## config.mk

```make
export PLATFORM = sky130hd
export DESIGN_NAME = pcb_burst_ctl
export DESIGN_NICKNAME = d
export VERILOG_FILES = /design/src/rtl/pcb_pkg.sv /design/src/rtl/pcb_burst_calc.sv /design/src/rtl/pcb_burst_ctl.sv
export SDC_FILE = /design/constraint.sdc
export NUM_CORES = 1
export LEC_CHECK = 0
export BUFFER_PORTS_ARGS = -buffer_cell sky130_fd_sc_hd__buf_2
export CAP_MARGIN = 15
export CELL_PAD_IN_SITES_DETAIL_PLACEMENT = 1
export CELL_PAD_IN_SITES_GLOBAL_PLACEMENT = 2
export CORE_UTILIZATION = 37
export CTS_CLUSTER_DIAMETER = 80
export CTS_CLUSTER_SIZE = 10
export DETAILED_ROUTE_END_ITERATION = 10
export PLACE_DENSITY = 0.95
export SETUP_SLACK_MARGIN = 0.05
export SLEW_MARGIN = 5
export SYNTH_ARGS = -nofsm -noshare
export SYNTH_HDL_FRONTEND = slang
export SYNTH_SLANG_ARGS = --single-unit
```

## constraint.sdc

```tcl
create_clock -name clock -period 20.3 [get_ports clock]
set_input_delay 1.015 -clock clock [delete_from_list [all_inputs] [get_ports clock]]
set_output_delay 1.015 -clock clock [all_outputs]
set_load 0.1 [all_outputs]
```

## src/rtl/pcb_pkg.sv

```systemverilog
// constants, types and shared decode functions for the cache line burst controller
package pcb_pkg;

  // configuration space location and reset value of the line size register
  localparam logic [7:0] PCB_CLS_OFFSET = 8'h0C;
  localparam logic [7:0] PCB_CLS_RESET  = 8'h00;

  // bus command codes driven on the command lines during the address phase
  localparam logic [3:0] PCB_CMD_MEM_READ  = 4'h6;
  localparam logic [3:0] PCB_CMD_MEM_WRITE = 4'h7;
  localparam logic [3:0] PCB_CMD_READ_MULT = 4'hC;
  localparam logic [3:0] PCB_CMD_READ_LINE = 4'hE;
  localparam logic [3:0] PCB_CMD_WR_INVAL  = 4'hF;

  // sizes are held as log2 of the size in dwords
  localparam logic [2:0] PCB_EXP_NONE = 3'h0;
  localparam logic [2:0] PCB_EXP_STEP = 3'h2;
  localparam logic [2:0] PCB_EXP_MAX  = 3'h7;

  // byte and dword figures used by the sizing logic
  localparam logic [2:0]  PCB_DWORD_BYTES = 3'h4;
  localparam logic [7:0]  PCB_MAX_DWORDS  = 8'h80;
  localparam logic [21:0] PCB_MAX_DW_WIDE = 22'h000080;

  // controller states
  typedef enum logic [1:0] {
    PCB_IDLE,
    PCB_PLAN,
    PCB_ISSUE,
    PCB_DATA
  } pcb_state_t;

  // byte offset of an address inside a block of 2**e dwords
  function automatic logic [8:0] pcb_line_off(input logic [8:0] a, input logic [2:0] e);
    logic [9:0] mask;
    mask = (10'h004 << e) - 10'h001;
    return a & mask[8:0];
  endfunction

  // true when the address sits on a 2**e dword boundary
  function automatic logic pcb_aligned_to(input logic [8:0] a, input logic [2:0] e);
    return pcb_line_off(a, e) == 9'h000;
  endfunction

  // line size register rounded down to a power of two of 2..128 dwords, 0 if below 2
  function automatic logic [2:0] pcb_round_exp(input logic [7:0] v);
    logic [2:0] r;
    r = PCB_EXP_NONE;
    for (int i = 1; i < 8; i++) begin
      if (v[i]) begin
        r = 3'(i);
      end
    end
    return r;
  endfunction

  // burst limit from the two mode burst bits and the burst extension bit
  function automatic logic [2:0] pcb_limit_exp(input logic [1:0] mode, input logic ext);
    logic [2:0] r;
    if (!ext) begin
      r = {1'b0, mode} + 3'h1;
    end else if (mode[1]) begin
      r = PCB_EXP_MAX;
    end else begin
      r = {2'b10, mode[0]} + 3'h1;
    end
    return r;
  endfunction

endpackage
```

## src/rtl/pcb_burst_calc.sv

```systemverilog
// next burst length from address, remaining count and effective line size
`timescale 1ns/1ps

module pcb_burst_calc (
  // current position
  input  wire logic [8:0]  addr_low,
  input  wire logic [23:0] rem_bytes,
  // sizes as dword exponents
  input  wire logic [2:0]  eff_exp,
  input  wire logic [2:0]  lim_exp,
  // mode
  input  wire logic        cache_on,
  input  wire logic        multi_ok,
  // result
  output logic      [9:0]  size_bytes,
  output logic             line_aligned
);
  import pcb_pkg::*;

  // largest block size, from the step size up to the line size, the address sits on
  function automatic logic [2:0] align_exp(input logic [8:0] a, input logic [2:0] eff, input logic [2:0] stp);
    logic [2:0] r;
    r = stp;
    for (int e = 1; e < 8; e++) begin
      if (3'(e) > stp && 3'(e) <= eff && pcb_aligned_to(a, 3'(e))) begin
        r = 3'(e);
      end
    end
    return r;
  endfunction

  logic [7:0] rem_dw_cap;
  logic [2:0] off4;
  logic       partial;
  logic [9:0] part_bytes;
  logic [2:0] step_exp;
  logic       step_ok;
  logic [2:0] algn_exp;
  logic [7:0] lines_fit;
  logic [7:0] max_lines;
  logic [7:0] multi_lines;
  logic [7:0] want_dw;
  logic [7:0] final_dw;

  // a burst never exceeds 128 dwords, so the remaining count is clipped there
  assign rem_dw_cap = (rem_bytes[23:2] > PCB_MAX_DW_WIDE) ? PCB_MAX_DWORDS : rem_bytes[9:2];
  assign off4       = PCB_DWORD_BYTES - {1'b0, addr_low[1:0]};
  assign partial    = (addr_low[1:0] != 2'h0) || (rem_bytes < {21'h000000, PCB_DWORD_BYTES});
  assign part_bytes = (rem_bytes < {21'h000000, off4}) ? {7'h00, rem_bytes[2:0]} : {7'h00, off4};

  // a two-dword line is smaller than the four-dword stepping threshold
  assign step_exp     = (eff_exp < PCB_EXP_STEP) ? eff_exp : PCB_EXP_STEP;
  assign step_ok      = pcb_aligned_to(addr_low, step_exp); // RULE_20
  assign line_aligned = pcb_aligned_to(addr_low, eff_exp); // RULE_20
  assign algn_exp     = align_exp(addr_low, eff_exp, step_exp); // RULE_04

  // whole lines that fit, capped by the burst limit
  assign lines_fit   = rem_dw_cap >> eff_exp; // RULE_13
  assign max_lines   = 8'h01 << (lim_exp - eff_exp); // RULE_13
  assign multi_lines = (lines_fit > max_lines) ? max_lines : lines_fit; // RULE_14

  // choice of burst length in dwords
  always_comb begin
    if (!cache_on) begin
      want_dw = 8'h01 << lim_exp; // RULE_06
    end else if (!step_ok) begin
      want_dw = 8'h01; // RULE_03
    end else if (line_aligned && multi_ok && lines_fit != 8'h00) begin
      want_dw = multi_lines << eff_exp; // RULE_13
    end else begin
      want_dw = 8'h01 << algn_exp; // RULE_04 RULE_05
    end
  end

  // running out of data shortens the burst rather than overrunning the count
  assign final_dw   = (want_dw > rem_dw_cap) ? rem_dw_cap : want_dw;
  assign size_bytes = partial ? part_bytes : {final_dw, 2'b00};

endmodule

```

## src/rtl/pcb_burst_ctl.sv

```systemverilog
// cache line aware burst sizing and command choice for the bus master dma path
`timescale 1ns/1ps

// Functional notes
// RULE_01 - round line size down to power of two
// RULE_02 - effective line is min of line, limit
// RULE_03 - single dwords until four-dword boundary
// RULE_04 - step up to largest aligned burst size
// RULE_05 - after line boundary burst the line size
// RULE_06 - mismatched memory move offsets use legacy mode
// RULE_07 - read line, multiple, invalidate enabled separately
// RULE_08 - eight-bit line size register at 0Ch
// RULE_09 - invalidate needs three enable bits set
// RULE_10 - line size legal and within burst limit
// RULE_11 - fifo must hold one full line
// RULE_12 - invalidate when all hold, else write
// RULE_13 - multi-line burst: largest multiple within limit
// RULE_14 - recompute multiple after every burst
// RULE_15 - software sets limit equal line for single
// RULE_16 - latency timeout finishes to line boundary
// RULE_17 - multi-line burst stops at next line
// RULE_18 - retry releases bus, reissues invalidate
// RULE_19 - disconnect reissues invalidate only if aligned
// RULE_20 - alignment judged on low dword address bits
module pcb_burst_ctl #(
  parameter int FIFO_LVL_W = 10
) (
  // clock and reset
  input  wire logic                   clock,
  input  wire logic                   reset,
  // configuration space access
  input  wire logic                   cfg_wr,
  input  wire logic                   cfg_rd,
  input  wire logic [7:0]             cfg_addr,
  input  wire logic [7:0]             cfg_wdata,
  output logic      [7:0]             cfg_rdata,
  // control bits from the command and operating registers
  input  wire logic                   pci_cmd_mwi_en,
  input  wire logic                   line_size_enable,
  input  wire logic                   write_invalidate_enable,
  input  wire logic                   read_line_enable,
  input  wire logic                   read_multiple_enable,
  input  wire logic [1:0]             dma_mode_burst,
  input  wire logic                   burst_ext,
  // transfer request
  input  wire logic                   xfer_start,
  input  wire logic                   xfer_write,
  input  wire logic                   xfer_mem_move,
  input  wire logic [31:0]            xfer_addr,
  input  wire logic [31:0]            xfer_peer_addr,
  input  wire logic [23:0]            xfer_count,
  input  wire logic [FIFO_LVL_W-1:0]  fifo_bytes,
  // burst issue to the bus engine
  output logic                        burst_req,
  output logic      [31:0]            burst_addr,
  output logic      [9:0]             burst_bytes,
  output logic      [3:0]             burst_cmd,
  input  wire logic                   burst_ack,
  // data phase feedback
  input  wire logic                   data_ack,
  input  wire logic                   target_stop,
  input  wire logic                   latency_expired,
  output logic                        bus_release,
  // status
  output logic                        xfer_busy,
  output logic                        xfer_done
);
  import pcb_pkg::*;

  pcb_state_t  state_q;
  logic [7:0]  cls_q;
  logic [7:0]  cfg_rdata_q;
  logic [31:0] addr_q;
  logic [23:0] rem_q;
  logic        is_write_q;
  logic        legacy_q;
  logic        retry_mwi_q;
  logic        any_data_q;
  logic [9:0]  bleft_q;
  logic        req_q;
  logic [31:0] burst_addr_q;
  logic [9:0]  burst_bytes_q;
  logic [3:0]  cmd_q;
  logic        release_q;
  logic        busy_q;
  logic        done_q;

  logic [2:0]  cls_exp;
  logic        cls_legal;
  logic [2:0]  lim_exp;
  logic [2:0]  eff_exp;
  logic        cache_on;
  logic [9:0]  line_bytes;
  logic [9:0]  limit_bytes;
  logic        size_fit;
  logic        line_aligned;
  logic [9:0]  calc_bytes;
  logic        mwi_ok;
  logic        mwi_sel;
  logic        rd_ok;
  logic        rmul_ok;
  logic        rline_ok;
  logic        multi_ok;
  logic [3:0]  plan_cmd;
  logic        start_legacy;
  logic [2:0]  off4;
  logic [2:0]  pb;
  logic [31:0] next_addr;
  logic [23:0] rem_after;
  logic [9:0]  bleft_after;
  logic        after_aligned;
  logic [8:0]  nxt_end;
  logic        lat_hit;
  logic        retry_seen;
  logic        end_burst;
  logic [23:0] rem_next;
  logic        is_cls_addr;

  // line size seen as power of two, and the limit set by the mode bits
  assign cls_exp   = pcb_round_exp(cls_q); // RULE_01
  assign cls_legal = (cls_exp != PCB_EXP_NONE) && ((cls_q & (cls_q - 8'h01)) == 8'h00); // RULE_10
  assign lim_exp   = pcb_limit_exp(dma_mode_burst, burst_ext); // RULE_02
  assign eff_exp   = (cls_exp < lim_exp) ? cls_exp : lim_exp; // RULE_02
  assign size_fit  = cls_legal && (cls_exp <= lim_exp); // RULE_10

  // a line size below two dwords leaves cache mode off altogether
  assign cache_on    = line_size_enable && (cls_exp != PCB_EXP_NONE) && !legacy_q; // RULE_06
  assign line_bytes  = 10'h004 << eff_exp;
  assign limit_bytes = 10'h004 << lim_exp;

  // command qualification for writes
  assign mwi_ok = cache_on && write_invalidate_enable && pci_cmd_mwi_en // RULE_09
               && size_fit // RULE_10
               && ({{(24 - FIFO_LVL_W){1'b0}}, fifo_bytes} >= {14'h0000, line_bytes}) // RULE_11
               && (rem_q >= {14'h0000, line_bytes})
               && line_aligned && is_write_q; // RULE_12
  // a retried invalidate goes out again unchanged on the next ownership
  assign mwi_sel = is_write_q && (mwi_ok || retry_mwi_q); // RULE_18 RULE_19

  // command qualification for reads; read multiple wins over read line
  assign rd_ok    = cache_on && size_fit && line_aligned && !is_write_q;
  assign rmul_ok  = read_multiple_enable && rd_ok && (rem_q >= {13'h0000, line_bytes, 1'b0}); // RULE_07
  assign rline_ok = read_line_enable && rd_ok && (rem_q >= {14'h0000, limit_bytes}); // RULE_07
  assign multi_ok = is_write_q ? mwi_sel : rmul_ok;

  // command for the next burst
  always_comb begin
    if (is_write_q) begin
      plan_cmd = mwi_sel ? PCB_CMD_WR_INVAL : PCB_CMD_MEM_WRITE; // RULE_12
    end else if (rmul_ok) begin
      plan_cmd = PCB_CMD_READ_MULT;
    end else if (rline_ok) begin
      plan_cmd = PCB_CMD_READ_LINE;
    end else begin
      plan_cmd = PCB_CMD_MEM_READ;
    end
  end

  // burst length for the current position
  pcb_burst_calc u_calc (
    .addr_low     (addr_q[8:0]),
    .rem_bytes    (rem_q),
    .eff_exp      (eff_exp),
    .lim_exp      (lim_exp),
    .cache_on     (cache_on),
    .multi_ok     (multi_ok),
    .size_bytes   (calc_bytes),
    .line_aligned (line_aligned)
  );

  // equal distances to a line boundary keep both sides aligned together
  assign start_legacy = xfer_mem_move
                     && (pcb_line_off(xfer_addr[8:0], eff_exp) != pcb_line_off(xfer_peer_addr[8:0], eff_exp)); // RULE_06

  // bytes moved by the data phase in flight; only the first may be partial
  assign off4          = PCB_DWORD_BYTES - {1'b0, addr_q[1:0]};
  assign pb            = (bleft_q < {7'h00, off4}) ? bleft_q[2:0] : off4;
  assign next_addr     = addr_q + {29'h00000000, pb};
  assign rem_after     = rem_q - {21'h000000, pb};
  assign bleft_after   = bleft_q - {7'h00, pb};
  assign after_aligned = pcb_aligned_to(next_addr[8:0], eff_exp); // RULE_20
  // with a phase completing now, the next one to finish is the following full dword;
  // a target answering every cycle must still see the timeout take effect
  assign nxt_end       = next_addr[8:0] + 9'h004;
  assign lat_hit       = data_ack ? pcb_aligned_to(nxt_end, eff_exp) : after_aligned; // RULE_17

  // burst end: stop from the target, last phase of the burst, or a released ownership
  assign retry_seen = target_stop && !data_ack && !any_data_q; // RULE_18
  assign end_burst  = target_stop || (data_ack && (bleft_after == 10'h000 || release_q));
  assign rem_next   = data_ack ? rem_after : rem_q;

  // configuration register
  assign is_cls_addr = (cfg_addr == PCB_CLS_OFFSET);

  // line size register write and read; other offsets read as zero here
  always_ff @(posedge clock or posedge reset) begin
    if (reset) begin
      cls_q       <= PCB_CLS_RESET;
      cfg_rdata_q <= 8'h00;
    end else begin
      if (cfg_wr && is_cls_addr) begin
        cls_q <= cfg_wdata; // RULE_08
      end
      if (cfg_rd) begin
        cfg_rdata_q <= is_cls_addr ? cls_q : 8'h00; // RULE_08
      end
    end
  end

  // transfer sequencer
  always_ff @(posedge clock or posedge reset) begin
    if (reset) begin
      state_q       <= PCB_IDLE;
      addr_q        <= 32'h00000000;
      rem_q         <= 24'h000000;
      is_write_q    <= 1'b0;
      legacy_q      <= 1'b0;
      retry_mwi_q   <= 1'b0;
      any_data_q    <= 1'b0;
      bleft_q       <= 10'h000;
      req_q         <= 1'b0;
      burst_addr_q  <= 32'h00000000;
      burst_bytes_q <= 10'h000;
      cmd_q         <= PCB_CMD_MEM_READ;
      release_q     <= 1'b0;
      busy_q        <= 1'b0;
      done_q        <= 1'b0;
    end else begin
      done_q <= 1'b0;
      unique case (state_q)
        PCB_IDLE: begin
          if (xfer_start) begin
            addr_q      <= xfer_addr;
            rem_q       <= xfer_count;
            is_write_q  <= xfer_write;
            legacy_q    <= start_legacy; // RULE_06
            retry_mwi_q <= 1'b0;
            if (xfer_count == 24'h000000) begin
              done_q <= 1'b1;
            end else begin
              busy_q  <= 1'b1;
              state_q <= PCB_PLAN;
            end
          end
        end
        PCB_PLAN: begin
          // sizes are taken afresh before every burst
          burst_addr_q  <= addr_q;
          burst_bytes_q <= calc_bytes; // RULE_14
          bleft_q       <= calc_bytes;
          cmd_q         <= plan_cmd;
          req_q         <= 1'b1;
          any_data_q    <= 1'b0;
          retry_mwi_q   <= 1'b0;
          state_q       <= PCB_ISSUE;
        end
        PCB_ISSUE: begin
          if (burst_ack) begin
            req_q   <= 1'b0;
            state_q <= PCB_DATA;
          end
        end
        PCB_DATA: begin
          if (data_ack) begin
            addr_q     <= next_addr;
            rem_q      <= rem_after;
            bleft_q    <= bleft_after;
            any_data_q <= 1'b1;
          end
          if (end_burst) begin
            // retry and disconnect both give up the bus and come straight back
            release_q   <= 1'b0;
            retry_mwi_q <= retry_seen && (cmd_q == PCB_CMD_WR_INVAL); // RULE_18
            if (rem_next == 24'h000000) begin
              busy_q  <= 1'b0;
              done_q  <= 1'b1;
              state_q <= PCB_IDLE;
            end else begin
              state_q <= PCB_PLAN; // RULE_19
            end
          end else if (latency_expired && !release_q) begin
            // an invalidate burst may not stop short of a line end
            release_q <= (cmd_q != PCB_CMD_WR_INVAL) || lat_hit; // RULE_16 RULE_17
          end
        end
      endcase
    end
  end

  // outputs straight from their flip-flops
  assign cfg_rdata   = cfg_rdata_q;
  assign burst_req   = req_q;
  assign burst_addr  = burst_addr_q;
  assign burst_bytes = burst_bytes_q;
  assign burst_cmd   = cmd_q;
  assign bus_release = release_q;
  assign xfer_busy   = busy_q;
  assign xfer_done   = done_q;

endmodule

```

# After elaboration in Yosys (flattened, before gate mapping)
# Index checks and enable logic that the tools add are counted.
totals:
  reg_bits: 138
  output_inout_bits: 58
classes:
  muxes: 67
  reduce_logical: 85
  addsub: 11
  n_shift: 8
  bitwise_logic: 7
  order_cmp: 27
  eq_ne: 13
ops:
  columns: ["operator", "count"]
  rows:
  - ["zero test 9 bit", 11]
  - ["two-way mux 32 bit", 2]
  - ["one-hot mux 32 bit (2 select lines)", 1]
  - ["two-way mux 3 bit", 19]
  - ["two-way mux 8 bit", 7]
  - ["bitwise AND 9 bit", 6]
  - ["greater-or-equal comparator 24 x 10 -> 1 bit", 2]
  - ["zero test 24 bit", 2]
  - ["two-way mux 24 bit", 2]
  - ["one-hot mux 24 bit (2 select lines)", 1]
  - ["logical AND 1 bit", 42]
  - ["adder 32 x 3 -> 32 bit", 1]
  - ["greater-or-equal comparator 24 x 11 -> 1 bit", 1]
  - ["< comparator 24 x 3 -> 1 bit", 1]
  - ["< comparator 24 x 3 -> 1 bit (second input constant)", 1]
  - ["left shift 1 x 3 -> 8 bit (first input constant)", 3]
  - ["subtractor 24 x 3 -> 24 bit", 1]
  - ["> comparator 22 x 8 -> 1 bit (second input constant)", 1]
  - ["two-way mux 10 bit", 2]
  - ["one-hot mux 10 bit (2 select lines)", 1]
  - ["left shift 3 x 3 -> 10 bit (first input constant)", 2]
  - ["two-way mux 1 bit", 18]
  - ["subtractor 9 x 1 -> 9 bit (second input constant)", 2]
  - ["> comparator 8 bit", 2]
  - ["other kinds (46)", 87]

# Longest topological paths before layout
# Gate-level depths: netlist (run 1).
depth:
  ltp_word: 29
  ltp_mapped: 42
  ltp_nobuf: 37

# Cells and area by module
# From an unflattened synthesis (run 1), not the netlist that was laid out.
hier_totals:
  cells_unflattened: 1381
  hier_area_um2: 11626.2
by_module_without_submodules:
  columns: ["module", "area_each_um2", "cells_each", "instances"]
  rows:
  - ["pcb_burst_ctl", 9320.2, 1045, 1]
  - ["pcb_burst_calc", 2306.0, 336, 1]

# Worst setup path before layout (run 1)
# No wires, ideal clock.
synth_timing:
  path_type: "input to register"
  startpoint: "input dma_mode_burst[1]"
  endpoint: "register bleft_q[3]"
  path_stages: 39
  setup_ns: 0.088
  arrival_ns: 8.500
  slack_ns: 11.713
  cell_sequence: "inv_1 > ha_1 > nor2b_1 > nor2_1 > ha_1 > nand3b_2 > and2_1 > buf_4 > a31o_1 > buf_6 > inv_6 > clkbuf_1 > buf_1 > ha_1 > fa_1 > or3_1 > ha_1 > nand3_1 > (+3 left out) > clkbuf_1 > clkbuf_1 > a21oi_1 > o31ai_1 > nand3_1 > a211o_1 > nor3_1 > a21oi_1 > o21ai_0 > ha_1 > a21o_1 > a21oi_1 > o21ai_0 > o21ai_0 > clkbuf_1 > a21oi_1 > a211o_1 > a22oi_1"
synth_via:
  elab_chain_len: 24
synth_lines:
  columns: ["element", "line", "text"]
  rows:
  - ["start: declaration", "pcb_burst_ctl.sv:43", "input wire logic [1:0] dma_mode_burst,"]
  - ["adder 2 x 1 -> 3 bit / two-way mux 3 bit (equally long branches)", "pcb_pkg.sv:61, pcb_pkg.sv:62", null]
  - ["two-way mux 3 bit (*)", "pcb_pkg.sv:60", "if (!ext) begin"]
  - ["< comparator 3 bit", "pcb_burst_ctl.sv:123", "assign eff_exp = (cls_exp < lim_exp) ? cls_exp : lim_exp;"]
  - ["two-way mux 3 bit", "pcb_burst_ctl.sv:123", null]
  - ["< comparator 3 x 2 -> 1 bit", "pcb_burst_calc.sv:52", "assign step_exp = (eff_exp < PCB_EXP_STEP) ? eff_exp : PCB_EXP_STEP;"]
  - ["two-way mux 3 bit", "pcb_burst_calc.sv:52", null]
  - ["> comparator 1 x 3 -> 1 bit", "pcb_burst_calc.sv:25", "if (3'(e) > stp && 3'(e) <= eff && pcb_aligned_to(a, 3'(e))) begin"]
  - ["logical AND 1 bit (2 in a row)", "pcb_burst_calc.sv:25", null]
  - ["two-way mux 3 bit (7 in a row)", "pcb_burst_calc.sv:25", null]
  - ["left shift 1 x 3 -> 8 bit", "pcb_burst_calc.sv:71", "want_dw = 8'h01 << algn_exp;"]
  - ["two-way mux 8 bit", "pcb_burst_calc.sv:68", "end else if (line_aligned && multi_ok && lines_fit != 8'h00) begin"]
  - ["two-way mux 8 bit", "pcb_burst_calc.sv:66", "end else if (!step_ok) begin"]
  - ["two-way mux 8 bit (*)", "pcb_burst_calc.sv:64", "if (!cache_on) begin"]
  - ["> comparator 8 bit", "pcb_burst_calc.sv:76", "assign final_dw = (want_dw > rem_dw_cap) ? rem_dw_cap : want_dw;"]
  - ["two-way mux 8 bit (*)", "pcb_burst_calc.sv:76", null]
  - ["two-way mux 10 bit (*)", "pcb_burst_calc.sv:77", "assign size_bytes = partial ? part_bytes : {final_dw, 2'b00};"]
  - ["one-hot mux 10 bit (2 select lines) (*)", "pcb_burst_ctl.sv:230", "unique case (state_q)"]
  - ["end signal: assignment", "pcb_burst_ctl.sv:250", "bleft_q <= calc_bytes;"]
  - ["end signal: assignment", "pcb_burst_ctl.sv:267", "bleft_q <= bleft_after;"]
  - ["end: declaration", "pcb_burst_ctl.sv:79", "logic [9:0] bleft_q;"]
# Mark *: on every way between the ends. The rest lies on a longest branch, timed or not.
# A chain may end at the register's enable or synchronous reset.

# Worst setup path after layout (run 1)
layout_timing:
  startpoint: "input dma_mode_burst[0]"
  endpoint: "register bleft_q[2]"
layout_via:
  elab_chain_len: 25
layout_lines:
  columns: ["element", "line", "text"]
  rows:
  - ["adder 3 x 1 -> 3 bit", "pcb_pkg.sv:65", "r = {2'b10, mode[0]} + 3'h1;"]
  - ["two-way mux 3 bit", "pcb_pkg.sv:62", "end else if (mode[1]) begin"]
  - ["two-way mux 3 bit (*)", "pcb_pkg.sv:60", null]
  - ["< comparator 3 bit", "pcb_burst_ctl.sv:123", null]
  - ["two-way mux 3 bit", "pcb_burst_ctl.sv:123", null]
  - ["< comparator 3 x 2 -> 1 bit", "pcb_burst_calc.sv:52", null]
  - ["two-way mux 3 bit", "pcb_burst_calc.sv:52", null]
  - ["> comparator 1 x 3 -> 1 bit", "pcb_burst_calc.sv:25", null]
  - ["(+9 left out)", null, null]
  - ["left shift 1 x 3 -> 8 bit", "pcb_burst_calc.sv:71", null]
  - ["two-way mux 8 bit", "pcb_burst_calc.sv:68", null]
  - ["two-way mux 8 bit", "pcb_burst_calc.sv:66", null]
  - ["two-way mux 8 bit (*)", "pcb_burst_calc.sv:64", null]
  - ["> comparator 8 bit", "pcb_burst_calc.sv:76", null]
  - ["two-way mux 8 bit (*)", "pcb_burst_calc.sv:76", null]
  - ["two-way mux 10 bit (*)", "pcb_burst_calc.sv:77", null]
  - ["one-hot mux 10 bit (2 select lines) (*)", "pcb_burst_ctl.sv:230", null]
# Marked as above.

==> results of run 1 <==
==> layout make-up <==
type	instances	share of cell area
timing repair buffer	175	0.0695
multi-input combinational	1091	0.562
tap	390	0.0375
inverter	61	0.0187
clock buffer	20	0.0344
clock inverter	12	0.0143
sequential	137	0.264
==> synth_stat cells (8+ instances only) <==
library cell / count / share of area
sky130_fd_sc_hd__nor2b_1: 15 / 0.0083
sky130_fd_sc_hd__a21oi_1: 133 / 0.059
sky130_fd_sc_hd__o22ai_1: 42 / 0.023
sky130_fd_sc_hd__nor2_1: 103 / 0.034
sky130_fd_sc_hd__o21ai_1: 8 / 0.0035
sky130_fd_sc_hd__o21a_1: 13 / 0.0086
sky130_fd_sc_hd__xnor2_1: 22 / 0.017
sky130_fd_sc_hd__and2_1: 8 / 0.0044
sky130_fd_sc_hd__inv_1: 51 / 0.017
sky130_fd_sc_hd__and3_1: 12 / 0.0066
sky130_fd_sc_hd__a21o_1: 17 / 0.011
sky130_fd_sc_hd__nand2_1: 137 / 0.046
sky130_fd_sc_hd__nand2b_1: 10 / 0.0055
sky130_fd_sc_hd__o21ai_0: 89 / 0.039
sky130_fd_sc_hd__dfrtp_1: 136 / 0.30
sky130_fd_sc_hd__a31oi_1: 13 / 0.0072
sky130_fd_sc_hd__nand4_1: 21 / 0.012
sky130_fd_sc_hd__nand3_1: 59 / 0.026
sky130_fd_sc_hd__xor2_1: 14 / 0.011
sky130_fd_sc_hd__nor4_1: 22 / 0.012
sky130_fd_sc_hd__ha_1: 80 / 0.089
sky130_fd_sc_hd__buf_1: 10 / 0.0033
sky130_fd_sc_hd__mux2i_1: 19 / 0.017
sky130_fd_sc_hd__or3_1: 10 / 0.0055
sky130_fd_sc_hd__a22oi_1: 9 / 0.0060
sky130_fd_sc_hd__clkbuf_1: 60 / 0.020
sky130_fd_sc_hd__o31ai_1: 9 / 0.0060
sky130_fd_sc_hd__mux2_2: 46 / 0.046
sky130_fd_sc_hd__nor3_1: 25 / 0.011
sky130_fd_sc_hd__a211oi_1: 17 / 0.011
sky130_fd_sc_hd__o211ai_1: 10 / 0.0066
==> routing by layer <==
metal,track usage,wire (um),vias up
li1,-,-,5290
met1,0.345,17800,5670
met2,0.436,19400,298
met3,0.0294,1650,77
met4,0.0966,1100,0
met5,0,0,-
==> power by group through the flow <==
stage               clock network [mW]  logic (mW)  registers, mW
finish                           0.351        1.57          0.557
global route                     0.363        1.71          0.576
CTS                              0.355        1.57          0.554
detailed placement                   0        1.55          0.558
global placement                     0        1.50          0.549
floorplan                            0       0.933          0.792
==> per-stage QoR <==
step	setup slack, ps	power (mW)	hold slack (ps)
floorplan	11710	1.72	455
global placement	10540	2.05	476
detailed placement	10390	2.11	484
CTS	10760	2.48	505
global route	9960	2.65	519
finish	10560	2.48	500
==> kinds of logic (layout without fill, tap and decap cells) <==
family                     Yosys count  count (layout)  synth area share
and+or+nand+nor                    459             459             0.199
muxes                               67              67            0.0659
buffers and inverters              141             268            0.0511
xor gates and xnor gates            37              37            0.0294
other                                1               1          0.000332
DFF                                137             137             0.304
adders and majority gates           84              84            0.0957
AOI/OAI and AO/OA                  443             443             0.254
==> worst max-delay path: cells and delay by family <==
kind	cells	cell delay, ps
AO/OA/AOI/OAI	16	3460
AND/OR/NAND/NOR	9	2720
adder cells (fa/ha/maj)	6	1750
buffers and inverters	4	660
XOR/XNOR	1	240
multiplexers	1	220
==> flip-flops by register name, summed over array words and instances (netlist names), 2 cells and up <==
name,count
addr_q,32
bleft_q,10
burst_addr,32
burst_bytes,10
burst_cmd,3
cfg_rdata,8
cls_q,8
rem_q,24
state_q,2
==> worst min-delay path by stage <==
stage	endpoint
detailed placement	burst_bytes[2]
global route	burst_addr[23]
floorplan	legacy_q
finish	burst_addr[5]
global placement	burst_bytes[0]
CTS	burst_cmd[1]
==> qor.csv, run 1 <==
metric,value,unit
run_status,completed,
vdd_ir_drop_max,141,uV
viasPerCell,6.01,
cellPowerDensity,191,nW/um^2
final_net_count,1700,
holdCritPathClass,reg -> reg,
drc_errors,0,
numCtsBuffers,17,
timing.rr.start,cls_q[6],
grt_pass1_vias,11600,
timing.critical_path.to_type,register,
grt_pass1_wl,63800,um
antenna_cells,0,
timing.setup.tns,0,ps
final-hold-violation-count,0,
cts_tree,built,
grt_max_degree,92,
die_width,177,um
worst_r2r_path_depth,36,
distinct_cell_type_count_after_synthesis,101,
fmax,103,MHz
r2r-end,bleft_q[2],
synth_area,11300,sq um
grt.overflow.total,0,
firstDrtPassIters,5,
dpl.hpwl,29500,um
grt_antenna_before_repair,0,
crit_arrival,10090,ps
p_int,1.09,mW
layout.cells.most_common_list,"sky130_fd_sc_hd__buf_2 (164), sky130_fd_sc_hd__nand2_1 (137), sky130_fd_sc_hd__dfrtp_1 (136), sky130_fd_sc_hd__a21oi_1 (132), sky130_fd_sc_hd__nor2_1 (103)",
layout.core_utilization,0.436,
worst_slew_pin_slew,1020,ps
critical_path_class,in -> reg,
n_fill_cell,3626,
routabilityCongestion,0.902,
drt-wirelength-per-cell,21.2,um
post_cts_buffers,0,
netlist_instances,1369,
dp_cells,1854,
synth-seq-area-share,0.304,
post_cts.resized_instances,0,
timing.critical_path.to,bleft_q[2],
power.share.switching,0.560,
max_cap_viol_count,0,
rsz_0062_raised_after_global_routing,no,
placement.cell_area,12400,sq um
slowest_delay,690,ps
worst_hold_path.num_cells,1,
fin_area,13000,sq um
worst_path_max_delay_cell,sky130_fd_sc_hd__and2_1,
multiInputGateArea,7310,sq um
route.vias.total,11300,
synth.net_count,1586,
placeable_core_area,29800,sq um
drt-total-wl,40000,um
synthesis.yosys.warnings,0,
dieHeight,177,um
cp_data_required_time,20650,ps
final_critical_period,9740,ps
layout.cells.non_filler,1886,
critPathLaunchType,input port,
floorplan.die_area,31200,sq um
reg2reg_setup_slack,11050,ps
syn2layout_area_growth,15.2,%
ys.flop_type,sky130_fd_sc_hd__dfrtp_1,
floorplan.rows,63,
io_buffer_count,164,
io_pins,191,
p_leak,5.47,nW
grt_use_total,0.261,
clock-skew-final,13.3,ps
clock_power_share,0.141,
maximum_level_of_the_cts_h_tree,4,
clock-sinks,137,
timing.critical_path.fanout_max,28,
ctsRootBufferMaster,sky130_fd_sc_hd__clkbuf_16,
cts_hold_buffers_added,0,
clk_latency,450,ps
drv_slew,0,
detail-route-antenna-nets,0,
synth_area_per_cell,8.25,sq um
postSynth.asyncResetShare,1.00,
comb_power_share,0.634,
layout.cells.most_common,sky130_fd_sc_hd__buf_2,
report.final.setup_viol,0,
hold_start,burst_addr[5],
clkTransAtPathRegs,60,ps
ff_latch_count_synth,137,
netSwitchingPower,1.39,mW
timing.max_slew.rel_slack,0.316,
synth-edff-count,0,
initial_utilization,0.379,
detail_route.iter0.violations,706,
final_min_period_over_clock_period,0.480,
drive_gt1_frac,0.203,
crit_path_start,dma_mode_burst[0],
seqPwrFrac,0.224,
ctsLongestPathBuffers,2,
area.sequential,3430,sq um
No activity file was read; power rests on OpenSTA's default activity.
==> run 2: changes to the inputs <==
CORE_UTILIZATION = 31   (was 37)
PLACE_DENSITY = 0.88   (was 0.95)
clock period = 8.35 ns   (was 20.3 ns; I/O delays follow)
==> qor.csv, run 2 (synthesized netlist as in run 1, its figures left out) <==
metric,value,unit,change
dp_cells,1943,,was 1854
die_width,193,um,was 177 um
ctsRootBufferMaster,sky130_fd_sc_hd__clkbuf_16,,unchanged
io_pins,191,,unchanged
clock-sinks,137,,unchanged
drv_slew,0,,unchanged
ctsLongestPathBuffers,2,,unchanged
grt_pass1_vias,11700,,was 11600
clk_latency,440,ps,was 450 ps
routabilityCongestion,0.912,,was 0.902
timing.critical_path.to_type,register,,unchanged
final_critical_period,7650,ps,
finalHoldWorstSlack,64.0,ps,was 500 ps
maximum_level_of_the_cts_h_tree,4,,unchanged
failed_checks,DRC,,
crit_path_start,cls_q[2],,was dma_mode_burst[0]
drt-total-wl,41700,um,was 40000 um
report.final.setup_viol,0,,unchanged
post-route-worst-setup-slack,702,ps,was 10560 ps
grt_use_total,0.229,,was 0.261
slowest_delay,480,ps,was 690 ps
final_net_count,1718,,was 1700
dpl.hpwl,31100,um,was 29500 um
detail_route.iter0.violations,609,,was 706
clkTransAtPathRegs,70,ps,was 60 ps
run_status,finished with violations,,was completed
drt-wirelength-per-cell,21.1,um,was 21.2 um
cts_hold_buffers_added,0,,unchanged
antenna_cells,0,,unchanged
layout.cells.most_common,sky130_fd_sc_hd__buf_2,,unchanged
worst_path_max_delay_cell,sky130_fd_sc_hd__dfrtp_1,,was sky130_fd_sc_hd__and2_1
firstDrtPassIters,8,,was 5
cts_tree,built,,unchanged
timing.setup.tns,0,ps,unchanged
grt_max_degree,90,,was 92
grt_pass1_wl,65900,um,was 63800 um
critical_path_class,reg -> reg,,was in -> reg
place_ws,375,ps,was 10390 ps
layout.cells.most_common_list,"sky130_fd_sc_hd__buf_2 (164), sky130_fd_sc_hd__nand2_1 (137), sky130_fd_sc_hd__dfrtp_1 (135), sky130_fd_sc_hd__a21oi_1 (131), sky130_fd_sc_hd__nor2_1 (103)",,"was sky130_fd_sc_hd__buf_2 (164), sky130_fd_sc_hd__nand2_1 (137), sky130_fd_sc_hd__dfrtp_1 (136), sky130_fd_sc_hd__a21oi_1 (132), sky130_fd_sc_hd__nor2_1 (103)"
floorplan.die_area,37200,sq um,was 31200 sq um
syn2layout_area_growth,17.1,%,was 15.2%
holdCritPathClass,in -> async,,was reg -> reg
drive_gt1_frac,0.215,,was 0.203
critPathLaunchType,register,,was input port
floorplan.rows,69,,was 63
timing.rr.start,cls_q[2],,was cls_q[6]
final-hold-violation-count,0,,unchanged
io_buffer_count,164,,unchanged
timing.max_slew.rel_slack,0.0880,,was 0.316
vdd_ir_drop_max,347,uV,was 141 uV
fmax,131,MHz,
n_fill_cell,4345,,was 3626
timing.critical_path.fanout_max,17,,was 28
numCtsBuffers,17,,unchanged
route.vias.total,11300,,about the same
clock-skew-final,13.3,ps,about the same
drc_errors,2,,was 0
cp_data_required_time,8630,ps,was 20650 ps
p_leak,5.56,nW,was 5.47 nW
placeable_core_area,35700,sq um,was 29800 sq um
final_min_period_over_clock_period,0.916,,
max_cap_viol_count,0,,unchanged
grt_antenna_before_repair,0,,unchanged
fin_area,13200,sq um,was 13000 sq um
crit_arrival,7930,ps,was 10090 ps
cellPowerDensity,460,nW/um^2,was 191 nW/um^2
rsz_0062_raised_after_global_routing,no,,unchanged
grt.overflow.total,0,,unchanged
worst_slew_pin_slew,1330,ps,was 1020 ps
detail-route-antenna-nets,0,,unchanged
critical_path.most_common_cell,sky130_fd_sc_hd__ha_1,,
placement.cell_area,12600,sq um,was 12400 sq um
layout.cells.non_filler,1975,,was 1886
initial_utilization,0.316,,was 0.379
dieHeight,193,um,was 177 um
viasPerCell,5.72,,was 6.01
## run 2: changes by cell type in the layout (fill, tap and decap cells not counted), sizes merged
cell and change:
clkbuf +2, inv -1, clkinvlp -1, clkinv +2
buf +18, bufinv -2
## run 2: area by class of cell
class                           instances  area, sq um  area share
Sequential cell                       137         3430       0.259
Multi-Input combinational cell       1091         7320       0.553
Tap cell                              461          577      0.0436
Inverter                               61          243      0.0184
Clock inverter                         10          131     0.00994
Clock buffer                           22          484      0.0366
Timing Repair Buffer                  193         1040      0.0785
## run 2: final timing paths
path | end | slack, ps | cells after the start
setup / recovery | burst_bytes[8] | 700 | 36
hold / removal | burst_addr[26] | 60 | 2
setup reg to reg | burst_bytes[8] | 700 | 36
hold reg to reg | burst_cmd[1] | 500 | 2
max in group asynchronous | cls_q[1] | 6750 | 3
min in group clock | burst_req | 180 | 2
## run 2: metrics by stage
stage          utilization  power [mW]
2_1_floorplan            -        4.19
3_3_place_gp         0.352        5.11
3_5_place_dp         0.352        5.24
4_1_cts              0.370        6.09
5_1_grt              0.370        6.51
6_report             0.370        6.08
## run 2: critical path, delay by kind of cell, from the launching register on
kind / cells / cell delay [ps]
AOI/OAI and AO/OA: 15 / 2610
and+or+nand+nor: 9 / 1730
adders and majority gates: 5 / 1420
buffers and inverters: 5 / 760
DFF: 1 / 480
muxes: 1 / 290
xor gates and xnor gates: 1 / 230
## run 2: power breakdown
part           switching (mW)  total [mW]  internal, mW
combinational            2.68        3.93          1.25
sequential              0.383        1.33         0.950
clock                   0.337       0.816         0.478
## run 2: repair_timing
| action | 4_1_cts | 5_1_grt |
|---|---|---|
| hold endpoints to repair | 0 | 0 |
| gates resized for setup | 0 | 4 |
| setup endpoints to repair | 0 | 7 |
| setup buffers | 0 | 0 |
## run 2: metal layers
| layer | global-route usage | part of all wire | up-vias |
|---|---|---|---|
| met2 | 0.385 | 0.49 | 227 |
| li1 | - | - | 5314 |
| met3 | 0.0320 | 0.033 | 69 |
| met5 | 0 | 0 | - |
| met1 | 0.295 | 0.45 | 5682 |
| met4 | 0.0887 | 0.031 | 0 |
==> run 3: changes to the inputs <==
CTS_BUF_LIST = sky130_fd_sc_hd__clkbuf_4 sky130_fd_sc_hd__clkbuf_8   (was default)
==> qor.csv, run 3 (synthesized netlist as in run 1, its figures left out) <==
metric,value,unit,change
viasPerCell,5.74,,was 5.72
grt_pass1_vias,11700,,about the same
grt_util_met2,0.380,,was 0.385
timing.max_slew.rel_slack,0.0902,,was 0.0880
numCtsBuffers,17,,unchanged
p_leak,5.47,nW,was 5.56 nW
clock-sinks,137,,unchanged
crit_path_start,cls_q[2],,unchanged
reg2reg_setup_slack,710,ps,was 700 ps
final_critical_period,7640,ps,was 7650 ps
maximum_level_of_the_cts_h_tree,4,,unchanged
cellPowerDensity,450,nW/um^2,was 460 nW/um^2
ctsLongestPathBuffers,2,,unchanged
route.vias.total,11300,,about the same
syn2layout_area_growth,15.5,%,was 17.1%
routabilityCongestion,0.912,,unchanged
floorplan.die_area,37200,sq um,unchanged
crit_arrival,7990,ps,was 7930 ps
drc_errors,2,,unchanged
rsz_0062_raised_after_global_routing,no,,unchanged
holdCritPathClass,in -> async,,unchanged
grt_util_met1,0.295,,about the same
detail-route-antenna-nets,0,,unchanged
timing.critical_path.to_type,register,,unchanged
n_fill_cell,4358,,was 4345
grt_pass1_wl,65500,um,was 65900 um
cts_hold_buffers_added,0,,unchanged
final_net_count,1718,,unchanged
critPathLaunchType,register,,unchanged
grt_antenna_before_repair,1,,was 0
max_cap_viol_count,0,,unchanged
layout.cells.most_common,sky130_fd_sc_hd__buf_2,,unchanged
failed_checks,DRC,,unchanged
detail_route.iter0.violations,540,,was 609
multiInputGateArea,7320,sq um,unchanged
post-route-worst-setup-slack,712,ps,was 702 ps
timing.critical_path.fanout_max,17,,unchanged
final_min_period_over_clock_period,0.915,,was 0.916
worst_r2r_path_depth,37,,was 36
io_buffer_count,164,,unchanged
layout.cells.most_common_list,"sky130_fd_sc_hd__buf_2 (164), sky130_fd_sc_hd__nand2_1 (137), sky130_fd_sc_hd__dfrtp_1 (135), sky130_fd_sc_hd__a21oi_1 (131), sky130_fd_sc_hd__nor2_1 (103)",,unchanged
critical_path_class,reg -> reg,,unchanged
dpl.hpwl,31100,um,unchanged
firstDrtPassIters,8,,unchanged
drv_slew,0,,unchanged
cts_tree,built,,unchanged
timing.setup.tns,0,ps,unchanged
final-hold-violation-count,0,,unchanged
grt_use_total,0.228,,was 0.229
placeable_core_area,35700,sq um,unchanged
ctsRootBufferMaster,sky130_fd_sc_hd__clkbuf_8,,was sky130_fd_sc_hd__clkbuf_16
worst_path_max_delay_cell,sky130_fd_sc_hd__dfrtp_1,,unchanged
grt_max_degree,90,,unchanged
timing.rr.start,cls_q[2],,unchanged
critical_path.most_common_cell,sky130_fd_sc_hd__ha_1,,unchanged
grtUsageMet3,0.0304,,was 0.0320
clock-skew-final,17.4,ps,was 13.3 ps
place_ws,375,ps,unchanged
fin_area,13000,sq um,was 13200 sq um
top_usage_layer,met2,,unchanged
report.final.setup_viol,0,,unchanged
worst_slew_pin_slew,1330,ps,about the same
slowest_delay,490,ps,was 480 ps
io_pins,191,,unchanged
drt-wirelength-per-cell,21.0,um,was 21.1 um
area.sequential,3430,sq um,unchanged
floorplan.rows,69,,unchanged
drt-total-wl,41400,um,was 41700 um
initial_utilization,0.316,,unchanged
dieHeight,193,um,unchanged
clkTransAtPathRegs,100,ps,was 70 ps
post_cts_buffers,0,,unchanged
post_cts.resized_instances,0,,unchanged
vdd_ir_drop_max,347,uV,about the same
grt.overflow.total,0,,unchanged
placement.cell_area,12600,sq um,unchanged
die_width,193,um,unchanged
fmax,131,MHz,about the same
run_status,finished with violations,,unchanged
drive_gt1_frac,0.215,,about the same
clk_latency,480,ps,was 440 ps
cp_data_required_time,8700,ps,was 8630 ps
==> run 3: changes by cell type in the layout (fill, tap and decap cells not counted) <==
cell / change
sky130_fd_sc_hd__clkbuf_8: +17
sky130_fd_sc_hd__clkbuf_16: -17
sky130_fd_sc_hd__diode_2: +1
sky130_fd_sc_hd__clkbuf_1: -1
sky130_fd_sc_hd__clkbuf_4: +1
==> run 3: final timing paths <==
| path | endpoint |
|---|---|
| max | bleft_q[5] |
| min | burst_addr[26] |
| max reg2reg | bleft_q[5] |
| min reg2reg | burst_cmd[1] |
| max in group asynchronous | cls_q[1] |
| min in group clock | burst_req |
==> run 3: final cells by class <==
type / instances / area share
Multi-Input combinational cell: 1091 / 0.561
Sequential cell: 137 / 0.263
Timing Repair Buffer: 193 / 0.0797
Tap cell: 461 / 0.0442
Clock buffer: 22 / 0.0227
Inverter: 61 / 0.0186
Clock inverter: 10 / 0.0101
Antenna cell: 1 / 0.000192
==> run 3: stage by stage <==
stage	std cells	hold WS, ps	power [mW]	util
floorplan	1369	455	4.19	-
global route	1976	41.3	6.31	0.365
detailed placement	1943	491	5.24	0.352
global placement	1943	485	5.11	0.352
CTS	1975	32.4	5.89	0.364
finish	1976	19.7	5.87	0.365
==> run 3: layer usage <==
layer / vias to the layer above / part of all wire
met5: - / 0
met4: 0 / 0.030
met3: 61 / 0.038
met2: 240 / 0.49
met1: 5718 / 0.44
li1: 5315 / -
==> run 3: worst max-delay path, delay by kind of cell, from the launching register on <==
family / cells / cell delay (ps)
AOI/OAI and AO/OA: 14 / 2540
and+or+nand+nor: 12 / 1910
adders and majority gates: 5 / 1430
buffers and inverters: 4 / 600
DFF: 1 / 490
muxes: 1 / 290
xor gates and xnor gates: 1 / 230
==> run 3: power breakdown <==
group	leakage [nW]	switching, mW	internal [mW]	total, mW
Clock	0.216	0.309	0.307	0.616
Combinational	3.62	2.68	1.25	3.92
Sequential	1.64	0.382	0.948	1.33
